<file path="src/hw/ulp_cfg.svh">
// Constants for the transceiver pin-control block
`ifndef ULP_CFG_SVH
`define ULP_CFG_SVH
// ==========================================================
// Timing
`define ULP_CLK_MHZ 20
`define ULP_POWERUP_NS 1000
`define ULP_POWERUP_CYC ((`ULP_POWERUP_NS * `ULP_CLK_MHZ + 999) / 1000)
`define ULP_CNT_W 6
// ==========================================================
// Receive-status byte layout
`define ULP_RXCMD_LINE_LSB 0
`define ULP_RXCMD_VBUS_LSB 2
`define ULP_RXCMD_ROLE_BIT 6
// ==========================================================
// Values
`define ULP_VBUS_GOOD 2'h3
`define ULP_VBUS_FAULT 2'h0
`define ULP_BUS_IDLE 8'h00
`endif

</file>
<file path="src/hw/ulp_pkg.sv">
// Types for the transceiver pin-control block
`default_nettype none
package ulp_pkg;
  // ==========================================================
  // Link-interface sequencer states
  typedef enum logic [3:0] {
    ST_POWERUP,
    ST_TURN_OUT,
    ST_IDLE,
    ST_LINK_TX,
    ST_TURN_IN,
    ST_CMD,
    ST_REG,
    ST_RX,
    ST_RX_END,
    ST_LOWPOWER
  } ulp_state_type;
endpackage : ulp_pkg
`default_nettype wire

</file>
<file path="src/hw/ulp_pin_control.sv">
// Link-interface pin control of the USB transceiver
`include "ulp_cfg.svh"
`default_nettype none
module ulp_pin_control #(
  parameter int POWERUP_CYC = `ULP_POWERUP_CYC
) (
  input wire logic clk_i,
  input wire logic resetn_i,
  input wire logic select_n_i,
  input wire logic stp_i,
  input wire logic [7:0] data_i,
  output logic [7:0] data_o,
  output logic data_oe_o,
  output logic dir_o,
  output logic dir_oe_o,
  output logic nxt_o,
  output logic nxt_oe_o,
  output logic ifclk_o,
  input wire logic fault_i,
  input wire logic cable_role_pin_i,
  output logic cable_role_o,
  output logic ext_power_switch_n_o,
  output logic ext_power_switch_n_oe_o,
  output logic pump_on_o,
  input wire logic use_external_vbus_indicator_i,
  input wire logic indicator_polarity_invert_i,
  input wire logic indicator_passthrough_i,
  input wire logic external_supply_enable_i,
  input wire logic internal_pump_enable_i,
  input wire logic low_power_i,
  input wire logic [1:0] line_state_i,
  input wire logic [1:0] vbus_state_i,
  input wire logic rx_valid_i,
  input wire logic [7:0] rx_data_i,
  input wire logic rx_last_i,
  output logic rx_ready_o,
  input wire logic rd_req_i,
  input wire logic [7:0] rd_data_i,
  output logic rd_ack_o,
  output logic [7:0] tx_data_o,
  output logic tx_valid_o,
  output logic tx_last_o
);
  // ==========================================================
  // Declarations
  ulp_pkg::ulp_state_type state_q, state_d;
  logic [`ULP_CNT_W-1:0] pwr_cnt_q;
  logic [1:0] fault_sync_q;
  logic [1:0] role_sync_q;
  logic rd_pend_q;
  logic [7:0] rd_byte_q;
  logic [7:0] sent_q;
  logic [7:0] rxcmd;
  logic [1:0] vbus_rep;
  logic fault_act;
  logic stp_live;
  logic sending;
  logic rx_take;
  logic [7:0] data_d;
  logic oe_d;
  logic nxt_d;
  logic dir_d;

  // ==========================================================
  // Pin synchronisers for the asynchronous fault and role pins
  always_ff @(posedge clk_i or negedge resetn_i) begin
    if (!resetn_i) begin
      fault_sync_q <= 2'h0;
      role_sync_q <= 2'h0;
    end else begin
      fault_sync_q <= {fault_sync_q[0], fault_i};
      role_sync_q <= {role_sync_q[0], cable_role_pin_i};
    end
  end

  // ==========================================================
  // Status byte assembly; fault forces a bad supply state
  always_comb begin
    fault_act = use_external_vbus_indicator_i &
                indicator_passthrough_i &
                (fault_sync_q[1] ^ indicator_polarity_invert_i);
    vbus_rep = fault_act ? `ULP_VBUS_FAULT : vbus_state_i;
    rxcmd = 8'h00;
    rxcmd[`ULP_RXCMD_LINE_LSB +: 2] = line_state_i;
    rxcmd[`ULP_RXCMD_VBUS_LSB +: 2] = vbus_rep;
    rxcmd[`ULP_RXCMD_ROLE_BIT] = role_sync_q[1];
  end

  // Stop is only heard while the chip is selected
  assign stp_live = stp_i & ~select_n_i;
  // States in which this end owns the bus and an abort may end it
  assign sending = (state_q == ulp_pkg::ST_TURN_IN) |
                   (state_q == ulp_pkg::ST_CMD) |
                   (state_q == ulp_pkg::ST_REG) |
                   (state_q == ulp_pkg::ST_RX) |
                   (state_q == ulp_pkg::ST_RX_END);
  assign rx_take = (state_q == ulp_pkg::ST_RX) & rx_valid_i & rx_ready_o;

  // ==========================================================
  // Sequencer next state
  always_comb begin
    state_d = state_q;
    case (state_q)
      ulp_pkg::ST_POWERUP: begin
        if (pwr_cnt_q == '0) begin
          state_d = ulp_pkg::ST_TURN_OUT;
        end
      end
      // Bus content is not trusted for the cycle after a flip
      ulp_pkg::ST_TURN_OUT: begin
        state_d = ulp_pkg::ST_IDLE;
      end
      ulp_pkg::ST_IDLE: begin
        if (low_power_i) begin
          state_d = ulp_pkg::ST_LOWPOWER;
        end else if (data_i != `ULP_BUS_IDLE) begin
          state_d = ulp_pkg::ST_LINK_TX;
        end else if (rd_pend_q | rx_valid_i | (rxcmd != sent_q)) begin
          state_d = ulp_pkg::ST_TURN_IN;
        end
      end
      ulp_pkg::ST_LINK_TX: begin
        if (stp_live) begin
          state_d = ulp_pkg::ST_IDLE;
        end
      end
      // Read data beats receive data, which beats status
      ulp_pkg::ST_TURN_IN: begin
        if (rd_pend_q) begin
          state_d = ulp_pkg::ST_REG;
        end else if (rx_valid_i) begin
          state_d = ulp_pkg::ST_RX;
        end else begin
          state_d = ulp_pkg::ST_CMD;
        end
      end
      ulp_pkg::ST_CMD: begin
        state_d = ulp_pkg::ST_TURN_OUT;
      end
      ulp_pkg::ST_REG: begin
        state_d = ulp_pkg::ST_TURN_OUT;
      end
      ulp_pkg::ST_RX: begin
        if (rx_take & rx_last_i) begin
          state_d = ulp_pkg::ST_RX_END;
        end
      end
      ulp_pkg::ST_RX_END: begin
        state_d = ulp_pkg::ST_TURN_OUT;
      end
      ulp_pkg::ST_LOWPOWER: begin
        if (!low_power_i) begin
          state_d = ulp_pkg::ST_TURN_OUT;
        end
      end
      default: begin
        state_d = ulp_pkg::ST_IDLE;
      end
    endcase
    // Abort by the link wins over any send in progress
    if (sending & stp_live) begin
      state_d = ulp_pkg::ST_TURN_OUT;
    end
  end

  // ==========================================================
  // Pin values for the coming cycle, decided from the next state
  always_comb begin
    dir_d = (state_d == ulp_pkg::ST_LOWPOWER) |
            (state_d == ulp_pkg::ST_POWERUP) |
            (state_d == ulp_pkg::ST_TURN_IN) |
            (state_d == ulp_pkg::ST_CMD) |
            (state_d == ulp_pkg::ST_REG) |
            (state_d == ulp_pkg::ST_RX) |
            (state_d == ulp_pkg::ST_RX_END);
    oe_d = dir_d & (state_d != ulp_pkg::ST_TURN_IN) &
           (state_d != ulp_pkg::ST_POWERUP) &
           (state_d != ulp_pkg::ST_LOWPOWER);
    data_d = rxcmd;
    nxt_d = 1'b0;
    if (state_d == ulp_pkg::ST_REG) begin
      data_d = rd_byte_q;
    end else if (rx_take & dir_d) begin
      data_d = rx_data_i;
      nxt_d = 1'b1;
    end else if (state_d == ulp_pkg::ST_LINK_TX) begin
      nxt_d = ~stp_live;
    end
  end

  // ==========================================================
  // Sequencer state and power-up hold counter
  always_ff @(posedge clk_i or negedge resetn_i) begin
    if (!resetn_i) begin
      state_q <= ulp_pkg::ST_POWERUP;
      pwr_cnt_q <= `ULP_CNT_W'(POWERUP_CYC - 1);
    end else begin
      state_q <= state_d;
      if (pwr_cnt_q != '0) begin
        pwr_cnt_q <= pwr_cnt_q - `ULP_CNT_W'(1);
      end
    end
  end

  // ==========================================================
  // Bus pins; chip select floats direction and next a cycle later
  always_ff @(posedge clk_i or negedge resetn_i) begin
    if (!resetn_i) begin
      dir_o <= 1'b1;
      dir_oe_o <= 1'b0;
      nxt_o <= 1'b0;
      nxt_oe_o <= 1'b0;
      data_o <= 8'h00;
      data_oe_o <= 1'b0;
    end else begin
      dir_o <= dir_d;
      dir_oe_o <= ~select_n_i;
      nxt_o <= nxt_d;
      nxt_oe_o <= ~select_n_i;
      data_o <= data_d;
      data_oe_o <= oe_d & ~select_n_i;
    end
  end

  // ==========================================================
  // Last status byte sent, so only changes raise a new one
  always_ff @(posedge clk_i or negedge resetn_i) begin
    if (!resetn_i) begin
      sent_q <= 8'h00;
    end else if (oe_d & ~nxt_d & (state_d != ulp_pkg::ST_REG)) begin
      sent_q <= rxcmd;
    end
  end

  // ==========================================================
  // Register read hand-in; a new request wins over the clear
  always_ff @(posedge clk_i or negedge resetn_i) begin
    if (!resetn_i) begin
      rd_pend_q <= 1'b0;
      rd_byte_q <= 8'h00;
      rd_ack_o <= 1'b0;
    end else begin
      rd_ack_o <= (state_d == ulp_pkg::ST_REG);
      if (rd_req_i) begin
        rd_pend_q <= 1'b1;
        rd_byte_q <= rd_data_i;
      end else if (state_d == ulp_pkg::ST_REG) begin
        rd_pend_q <= 1'b0;
      end
    end
  end

  // ==========================================================
  // Receive stream ready; drops with the last byte or an abort
  always_ff @(posedge clk_i or negedge resetn_i) begin
    if (!resetn_i) begin
      rx_ready_o <= 1'b0;
    end else begin
      rx_ready_o <= (state_d == ulp_pkg::ST_RX);
    end
  end

  // ==========================================================
  // Bytes from the link; the command byte opens, stop closes
  always_ff @(posedge clk_i or negedge resetn_i) begin
    if (!resetn_i) begin
      tx_data_o <= 8'h00;
      tx_valid_o <= 1'b0;
      tx_last_o <= 1'b0;
    end else begin
      tx_data_o <= data_i;
      tx_valid_o <= ((state_q == ulp_pkg::ST_IDLE) &
                     (state_d == ulp_pkg::ST_LINK_TX)) |
                    ((state_q == ulp_pkg::ST_LINK_TX) & nxt_o &
                     ~stp_live);
      tx_last_o <= (state_q == ulp_pkg::ST_LINK_TX) & stp_live;
    end
  end

  // ==========================================================
  // Supply controls; open drain only ever pulls low
  always_ff @(posedge clk_i or negedge resetn_i) begin
    if (!resetn_i) begin
      ext_power_switch_n_o <= 1'b1;
      ext_power_switch_n_oe_o <= 1'b0;
      pump_on_o <= 1'b0;
    end else begin
      ext_power_switch_n_o <= ~external_supply_enable_i;
      ext_power_switch_n_oe_o <= external_supply_enable_i;
      pump_on_o <= internal_pump_enable_i;
    end
  end

  // ==========================================================
  // Interface clock out and role; the clock parks in low power
  // so the oscillator may be stopped behind it
  always_ff @(posedge clk_i or negedge resetn_i) begin
    if (!resetn_i) begin
      ifclk_o <= 1'b0;
      cable_role_o <= 1'b0;
    end else begin
      if (state_q != ulp_pkg::ST_LOWPOWER) begin
        ifclk_o <= ~ifclk_o;
      end else begin
        ifclk_o <= 1'b0;
      end
      cable_role_o <= role_sync_q[1];
    end
  end
endmodule : ulp_pin_control
`default_nettype wire

</file>
<file path="config.mk">
export PLATFORM = sky130hd
export DESIGN_NAME = ulp_pin_control
export DESIGN_NICKNAME = d
export VERILOG_FILES = /design/src/hw/ulp_pkg.sv /design/src/hw/ulp_pin_control.sv
export VERILOG_INCLUDE_DIRS = /design/src /design/src/hw
export SDC_FILE = /design/constraint.sdc
export NUM_CORES = 1
export LEC_CHECK = 0
export ABC_CLOCK_PERIOD_IN_PS = 2500
export BUFFER_PORTS_ARGS = -buffer_cell sky130_fd_sc_hd__buf_2
export CORE_UTILIZATION = 46
export DETAILED_ROUTE_END_ITERATION = 8
export PLACE_DENSITY = 0.82
export REMOVE_ABC_BUFFERS = 1
export SYNTH_ARGS = -nofsm -noshare
export SYNTH_HDL_FRONTEND = slang
export SYNTH_SLANG_ARGS = --single-unit
</file>
<file path="constraint.sdc">
create_clock -name clk_i -period 2.5 [get_ports clk_i]
set_input_delay 0.5 -clock clk_i [delete_from_list [all_inputs] [get_ports clk_i]]
set_output_delay 0.5 -clock clk_i [all_outputs]
set_load 0.005 [all_outputs]
</file>
==> metrics.csv, run 1 <==
metric;value;unit
outcome;complete, but fails checks;
failing checks;setup timing;
H-tree depth;3;
Post-route DRC;0;
FP Rows;26;
via count;1923;
Final Max Slew Viols;0;
synth-to-layout area growth;36.0;%
die area;5690;µm²
core area;5140;µm²
measured slew at the worst slew-check pin;0.540;ns
I/O pin cnt;73;
NetSw;857;µW
GRT Total Usage;20.8;%
max-cap violation count;0;
routability cong.;0.939;
vias in the first global route;1862;
Logic pwr share;28.8;%
Final min period;2.56;ns
vias per std cell;5.17;
number of synthesized flops with an enable pin;0;
Clk pwr share;35.4;%
YS warnings;0;
CP max FO;5;
Die Ht;75.4;µm
fillers;420;
CP endpoint kind;register;
Most used DFF post-synth;dfrtp_1;
Pint;2260;µW
unrepaired setup endpoints after global routing;true;
Num CTS Buffers;9;
DRT Pass-1 Iters;4;
Hold Vio Cnt, Final;0;
# nets final;341;
hpwl dp;3830;µm
Seq/Total Area, Yosys;57.8;%
Starting Density;48.2;%
initial antenna violation count;0;
Routed Antenna Nets;0;
Slew HR;63.7;%
largest net degree at the start of global routing;58;
final instance area;3370;µm²
PD cells;925;nW/µm²
mapped cell area;2480;µm²
CP required;2.73;ns
clk buf depth;2;
DR iter-0 viols;105;
grt ovf;0;
Worst Hold Class;in2async;
CTS tree;done;
first-pass GRT wire length;8430;µm
Clock Skew;0.00359;ns
Final WS setup;-0.0590;ns
asr flop ratio synth;100;%
Overall Power;3120;µW
Final setup viols;8;
Root Buffer;clkbuf_8;
register share of total power;35.8;%
leakage;0.00169;µW
flop and latch count out of synthesis;57;
Switching Fraction;27.5;%
count of input and output buffers;72;
Post-CTS Hold Buffers;0;
final wirelength;5350;µm
Crit Path Class;reg2reg;
average cell area after synthesis;12.3;µm²
DP Area;3040;µm²
final period utilization;102;%
worst vdd ir;0.535;mV
Crit path arrival time;2.79;ns
# clock sinks;57;
# diodes;0;
Post-Syn Instances;201;
post-DR wirelength/cell;14.4;µm
startpoint types;register;
clock transition at the registers of the reported paths;0.06;ns
Worst-Skew Late Latency;0.34;ns
die extent in x;75.4;µm
Fmax achieved;0.391;GHz
share of cells above drive strength 1;48.0;%
distinct cell type count after synthesis;46;
cell families after synthesis:
family                     after synthesis  share of synthesized area (%)
muxes                                   27                           12.7
AOI/OAI and AO/OA                       31                           9.79
buffers and inverters                   20                           3.53
adders and majority gates                1                          0.504
xor gates and xnor gates                 8                           2.83
DFF                                     57                           57.8
and+or+nand+nor                         57                           12.9
repair_timing:
action | 4_1_cts | 5_1_grt
gates cloned | 0 | 0
setup buffers | 1 | 0
setup endpoints to repair | 9 | 14
pin swaps | 3 | 1
gates resized for setup | 7 | 7
cell usage in the layout, fill, tap and decap left out, drive strengths merged, types with 3 or more instances in the layout:
cell,n
nand4,4
inv,13
dfstp,5
nor2b,3
nor2,12
nand3,5
nor3,7
a31oi,6
a21o,5
bufinv,3
nand2,8
buf,92
mux2i,6
a21oi,3
nand2b,3
a22o,3
nor3b,3
dfrtp,52
mux2,21
o21ai,5
xnor2,8
clkbuf,12
through the flow:
stage	TNS [ns]	hold WS [ns]	utilization, %	instances	setup WS (ns)
4_1_cts	-0.382	0.157	65.0	372	-0.0877
3_3_place_gp	-1.66	0.333	59.2	355	-0.184
2_1_floorplan	-0.693	0.204	-	194	-0.136
5_1_grt	-1.37	0.164	65.6	372	-0.159
6_report	-0.280	0.148	65.6	372	-0.0590
3_5_place_dp	-2.78	0.338	59.2	355	-0.259
state kept, by name (all words and copies together) (netlist names), 2 cells and up:
| name | flops |
|---|---|
| tx_data_o | 8 |
| rd_byte_q | 8 |
| data_o | 8 |
| role_sync_q | 2 |
| sent_q | 5 |
| pwr_cnt_q | 6 |
| fault_sync_q | 2 |
| state_q | 4 |
critical path, stage by stage, from the launching register on:
cell and delay, ns:
dfrtp_1 0.38, or4b_4 0.56, and4b_1 0.28, o2111ai_2 0.12, a31o_4 0.26, a31oi_4 0.27
mux2_4 0.34, mux2_4 0.25
power groups by stage:
stage,clock [µW],combinational (µW),sequential [µW]
after floorplan,0,432,1160
after global placement,0,797,1120
after detailed placement,0,813,1130
after CTS,1130,838,1110
after global routing,1170,986,1130
final,1100,899,1120
per-layer routing:
metal / GRT usage [%] / vias to the layer above / part of all wire (%)
met5: 0 / - / 0
met3: 5.95 / 11 / 5.4
met4: 9.05 / 0 / 1.5
met2: 33.6 / 62 / 51
li1: - / 907 / -
met1: 26.1 / 943 / 43
worst paths after layout:
| kind | start | end | slack, ns | cells after the start |
|---|---|---|---|---|
| worst max-delay path | state_q[0]$_DFF_PN0_ | data_o[6]$_DFF_PN0_ | -0.06 | 7 |
| worst min-delay path | resetn_i | tx_valid_o$_DFF_PN0_ | 0.15 | 2 |
| worst max register to register | state_q[0]$_DFF_PN0_ | data_o[6]$_DFF_PN0_ | -0.06 | 7 |
| worst min register to register | role_sync_q[0]$_DFF_PN0_ | role_sync_q[1]$_DFF_PN0_ | 0.35 | 0 |
| max in group asynchronous | resetn_i | pwr_cnt_q[0]$_DFFE_PN1N_ | 2.06 | 2 |
| min in group clk_i | fault_i | fault_sync_q[0]$_DFF_PN0_ | 0.26 | 1 |
layout make-up:
cell class              count  area, µm²  share of cell area (%)
flip-flops and latches     57       1430                    42.5
clock inverters             4       97.6                    2.89
repair buffers             92        527                    15.6
multi-input cells         124       1010                    30.1
well taps                  70       87.6                    2.60
inverters                  13       48.8                    1.45
clock buffers              12        165                    4.90
cell usage after synthesis, types with 4 or more instances:
| cell type | number | area share (%) |
|---|---|---|
| a21o_1 | 5 | 1.5 |
| nor2_1 | 12 | 1.8 |
| mux2_2 | 8 | 3.6 |
| nand3_1 | 5 | 1.0 |
| mux2_4 | 5 | 3.0 |
| o21ai_0 | 5 | 1.0 |
| a31oi_1 | 5 | 1.3 |
| xnor2_1 | 8 | 2.8 |
| dfstp_2 | 5 | 5.3 |
| dfrtp_1 | 52 | 52 |
| mux2_1 | 8 | 3.6 |
| nand2_1 | 8 | 1.2 |
| inv_1 | 11 | 1.7 |
| nor3_1 | 7 | 1.4 |
| clkbuf_1 | 4 | 0.61 |
| nand4_1 | 4 | 1.0 |
| mux2i_1 | 6 | 2.4 |
Note: power is estimated with default switching activity, not from simulation.
==> run 2, diff against run 1 <==
--- a/config.mk
+++ b/config.mk
@@ -8,9 +8,10 @@
 export LEC_CHECK = 0
 export ABC_CLOCK_PERIOD_IN_PS = 2500
 export BUFFER_PORTS_ARGS = -buffer_cell sky130_fd_sc_hd__buf_2
-export CORE_UTILIZATION = 46
+export CORE_UTILIZATION = 48
+export CTS_BUF_LIST = sky130_fd_sc_hd__clkbuf_8
 export DETAILED_ROUTE_END_ITERATION = 8
-export PLACE_DENSITY = 0.82
+export PLACE_DENSITY = 0.85
 export REMOVE_ABC_BUFFERS = 1
 export SYNTH_ARGS = -nofsm -noshare
 export SYNTH_HDL_FRONTEND = slang
==> metrics.csv, run 2 (synthesis gave the netlist of run 1 again) <==
metric;value;unit;change
outcome;complete, but fails checks;;
failing checks;setup timing;;
Routed Antenna Nets;0;;unchanged
Crit Path Class;reg2reg;;
Post-CTS Hold Buffers;0;;unchanged
grt ovf;0;;unchanged
final wirelength;5710;µm;+6.9%
CP endpoint kind;register;;
fillers;340;;-19%
CP required;2.72;ns;about the same
worst vdd ir;0.512;mV;-4.2%
share of cells above drive strength 1;47.5;%;-0.49 points
first-pass GRT wire length;8750;µm;+3.8%
die extent in x;73.9;µm;-2.1%
largest net degree at the start of global routing;58;;unchanged
I/O pin cnt;73;;unchanged
TNS Setup;-0.954;ns;-0.674 ns
Die Ht;73.9;µm;-2.1%
reg-to-reg critical path endpoint;data_o[6]$_DFF_PN0_;;
WHS;0.266;ns;+0.119 ns
initial antenna violation count;0;;unchanged
final period utilization;105;%;+2.7 points
Hold Crit Start;cable_role_pin_i;;
routability cong.;0.837;;-11%
clock transition at the registers of the reported paths;0.07;ns;about the same
Regs by FF count;data_o (8), rd_byte_q (8), tx_data_o (8);;
via count;1940;;+0.88%
GRT Total Usage;22.5;%;+1.7 points
Crit path arrival time;2.84;ns;+0.05 ns
Final WS setup;-0.125;ns;-0.0664 ns
commonest non-fill, non-tap cell in the layout;buf_2;;
hpwl dp;4010;µm;+4.7%
Root Buffer;clkbuf_8;;
Fmax achieved;0.381;GHz;-2.5%
most used cell, CP;mux2_4;;
PD cells;869;nW/µm²;-6.0%
Hold Crit Endpoint;role_sync_q[0]$_DFF_PN0_;;
post-DR wirelength/cell;15.4;µm;+7.5%
cell family with the largest share of critical-path delay;simple AND/OR/NAND/NOR gates;;
vias per std cell;5.24;;+1.4%
unrepaired setup endpoints after global routing;true;;
core area;4850;µm²;-5.7%
Hold Crit Depth;1;;
most frequent cells in the layout;72 x buf_2, 52 x dfrtp_1, 18 x buf_4;;
Hold Vio Cnt, Final;0;;unchanged
area of the multi-input gates;1010;µm²;-0.62%
Final min period;2.63;ns;+0.0664 ns
R2R Path Start;state_q[0]$_DFF_PN0_;;
Final Max Slew Viols;0;;unchanged
# diodes;0;;unchanged
H-tree depth;3;;unchanged
count of input and output buffers;72;;unchanged
Final setup viols;13;;+5
FF-to-FF path depth;8;;+1
die area;5460;µm²;-4.1%
measured slew at the worst slew-check pin;0.701;ns;+0.161 ns
# nets final;342;;+0.29%
slowest stage delay, CP;0.57;ns;about the same
CP max-delay cell;or4b_4;;
DRT Pass-1 Iters;4;;unchanged
max-cap violation count;0;;unchanged
Slew HR;53.3;%;-10 points
Clock Skew;0.00506;ns;+0.00148 ns
Worst Hold Class;in2reg;;
Starting Density;51.1;%;+2.9 points
FP Rows;25;;-3.8%
CP max FO;6;;+1
vias in the first global route;1865;;+0.16%
CTS tree;done;;
startpoint types;register;;
R2R Setup Slk;-0.13;ns;-0.07 ns
Reg area;1430;µm²;unchanged
leakage;0.00166;µW;-1.5%
Num CTS Buffers;9;;unchanged
synth-to-layout area growth;33.5;%;
Cell Chain, Critical Path;or4b_4, and4b_1, o2111ai_2, a31o_4, a31oi_4, buf_12, mux2_4, mux2_4;;
DR iter-0 viols;111;;+5.7%
Post-route DRC;0;;unchanged
Bufs and invs on worst path;1;;+1
clk buf depth;2;;unchanged
# clock sinks;57;;unchanged
Worst-Skew Late Latency;0.33;ns;about the same
==> run 2: final cells by class <==
| cell class | count | share of cell area, % |
|---|---|---|
| clock buffer | 10 | 4.16 |
| clock inverter | 6 | 1.78 |
| inverter | 13 | 1.55 |
| multi-input combinational | 124 | 30.4 |
| sequential | 57 | 43.3 |
| tap | 67 | 2.53 |
| timing repair buffer | 93 | 16.3 |
==> run 2: power breakdown <==
group	switching [µW]	internal (µW)	total, µW
combinational	448	456	905
clock	369	479	848
sequential	66.0	1060	1120
total	883	1990	2880
==> run 2: worst max-delay path by stage <==
stage,start,endpoint,slack (ns),cells after the start
floorplan,state_q[3]$_DFF_PN0_,data_o[0]$_DFF_PN0_,-0.14,6
global placement,data_i[1],data_o[6]$_DFF_PN0_,-0.15,8
detailed placement,data_i[1],data_o[6]$_DFF_PN0_,-0.29,8
CTS,state_q[2]$_DFF_PN0_,data_o[6]$_DFF_PN0_,-0.12,8
global route,state_q[0]$_DFF_PN0_,data_o[6]$_DFF_PN0_,-0.17,8
finish,state_q[0]$_DFF_PN0_,data_o[6]$_DFF_PN0_,-0.13,8
==> run 2: per-layer routing <==
metal | part of all wire (%) | global-route usage, % | up-vias
li1 | - | - | 903
met1 | 41 | 25.8 | 946
met2 | 51 | 37.9 | 79
met3 | 5.9 | 6.72 | 12
met4 | 2.3 | 11.5 | 0
met5 | 0 | 0 | -
==> run 2: what timing repair did <==
item | in CTS | in global routing
endpoints found under the setup margin | 14 | 13
pin swaps | 3 | 3
buffers inserted | 2 | 0
gates resized for setup | 7 | 9
==> run 2: per-stage QoR <==
stage                     util (%)  instance area (µm²)  setup slack [ns]  total power (µW)  instances
after detailed placement      62.5                 3030            -0.294              1950        352
final                         68.3                 3310            -0.125              2880        370
after global placement        62.5                 3030            -0.153              1920        352
after floorplan                  -                 2440            -0.136              1590        194
after CTS                     67.6                 3280            -0.123              2820        370
after global routing          68.3                 3310            -0.171              3010        370
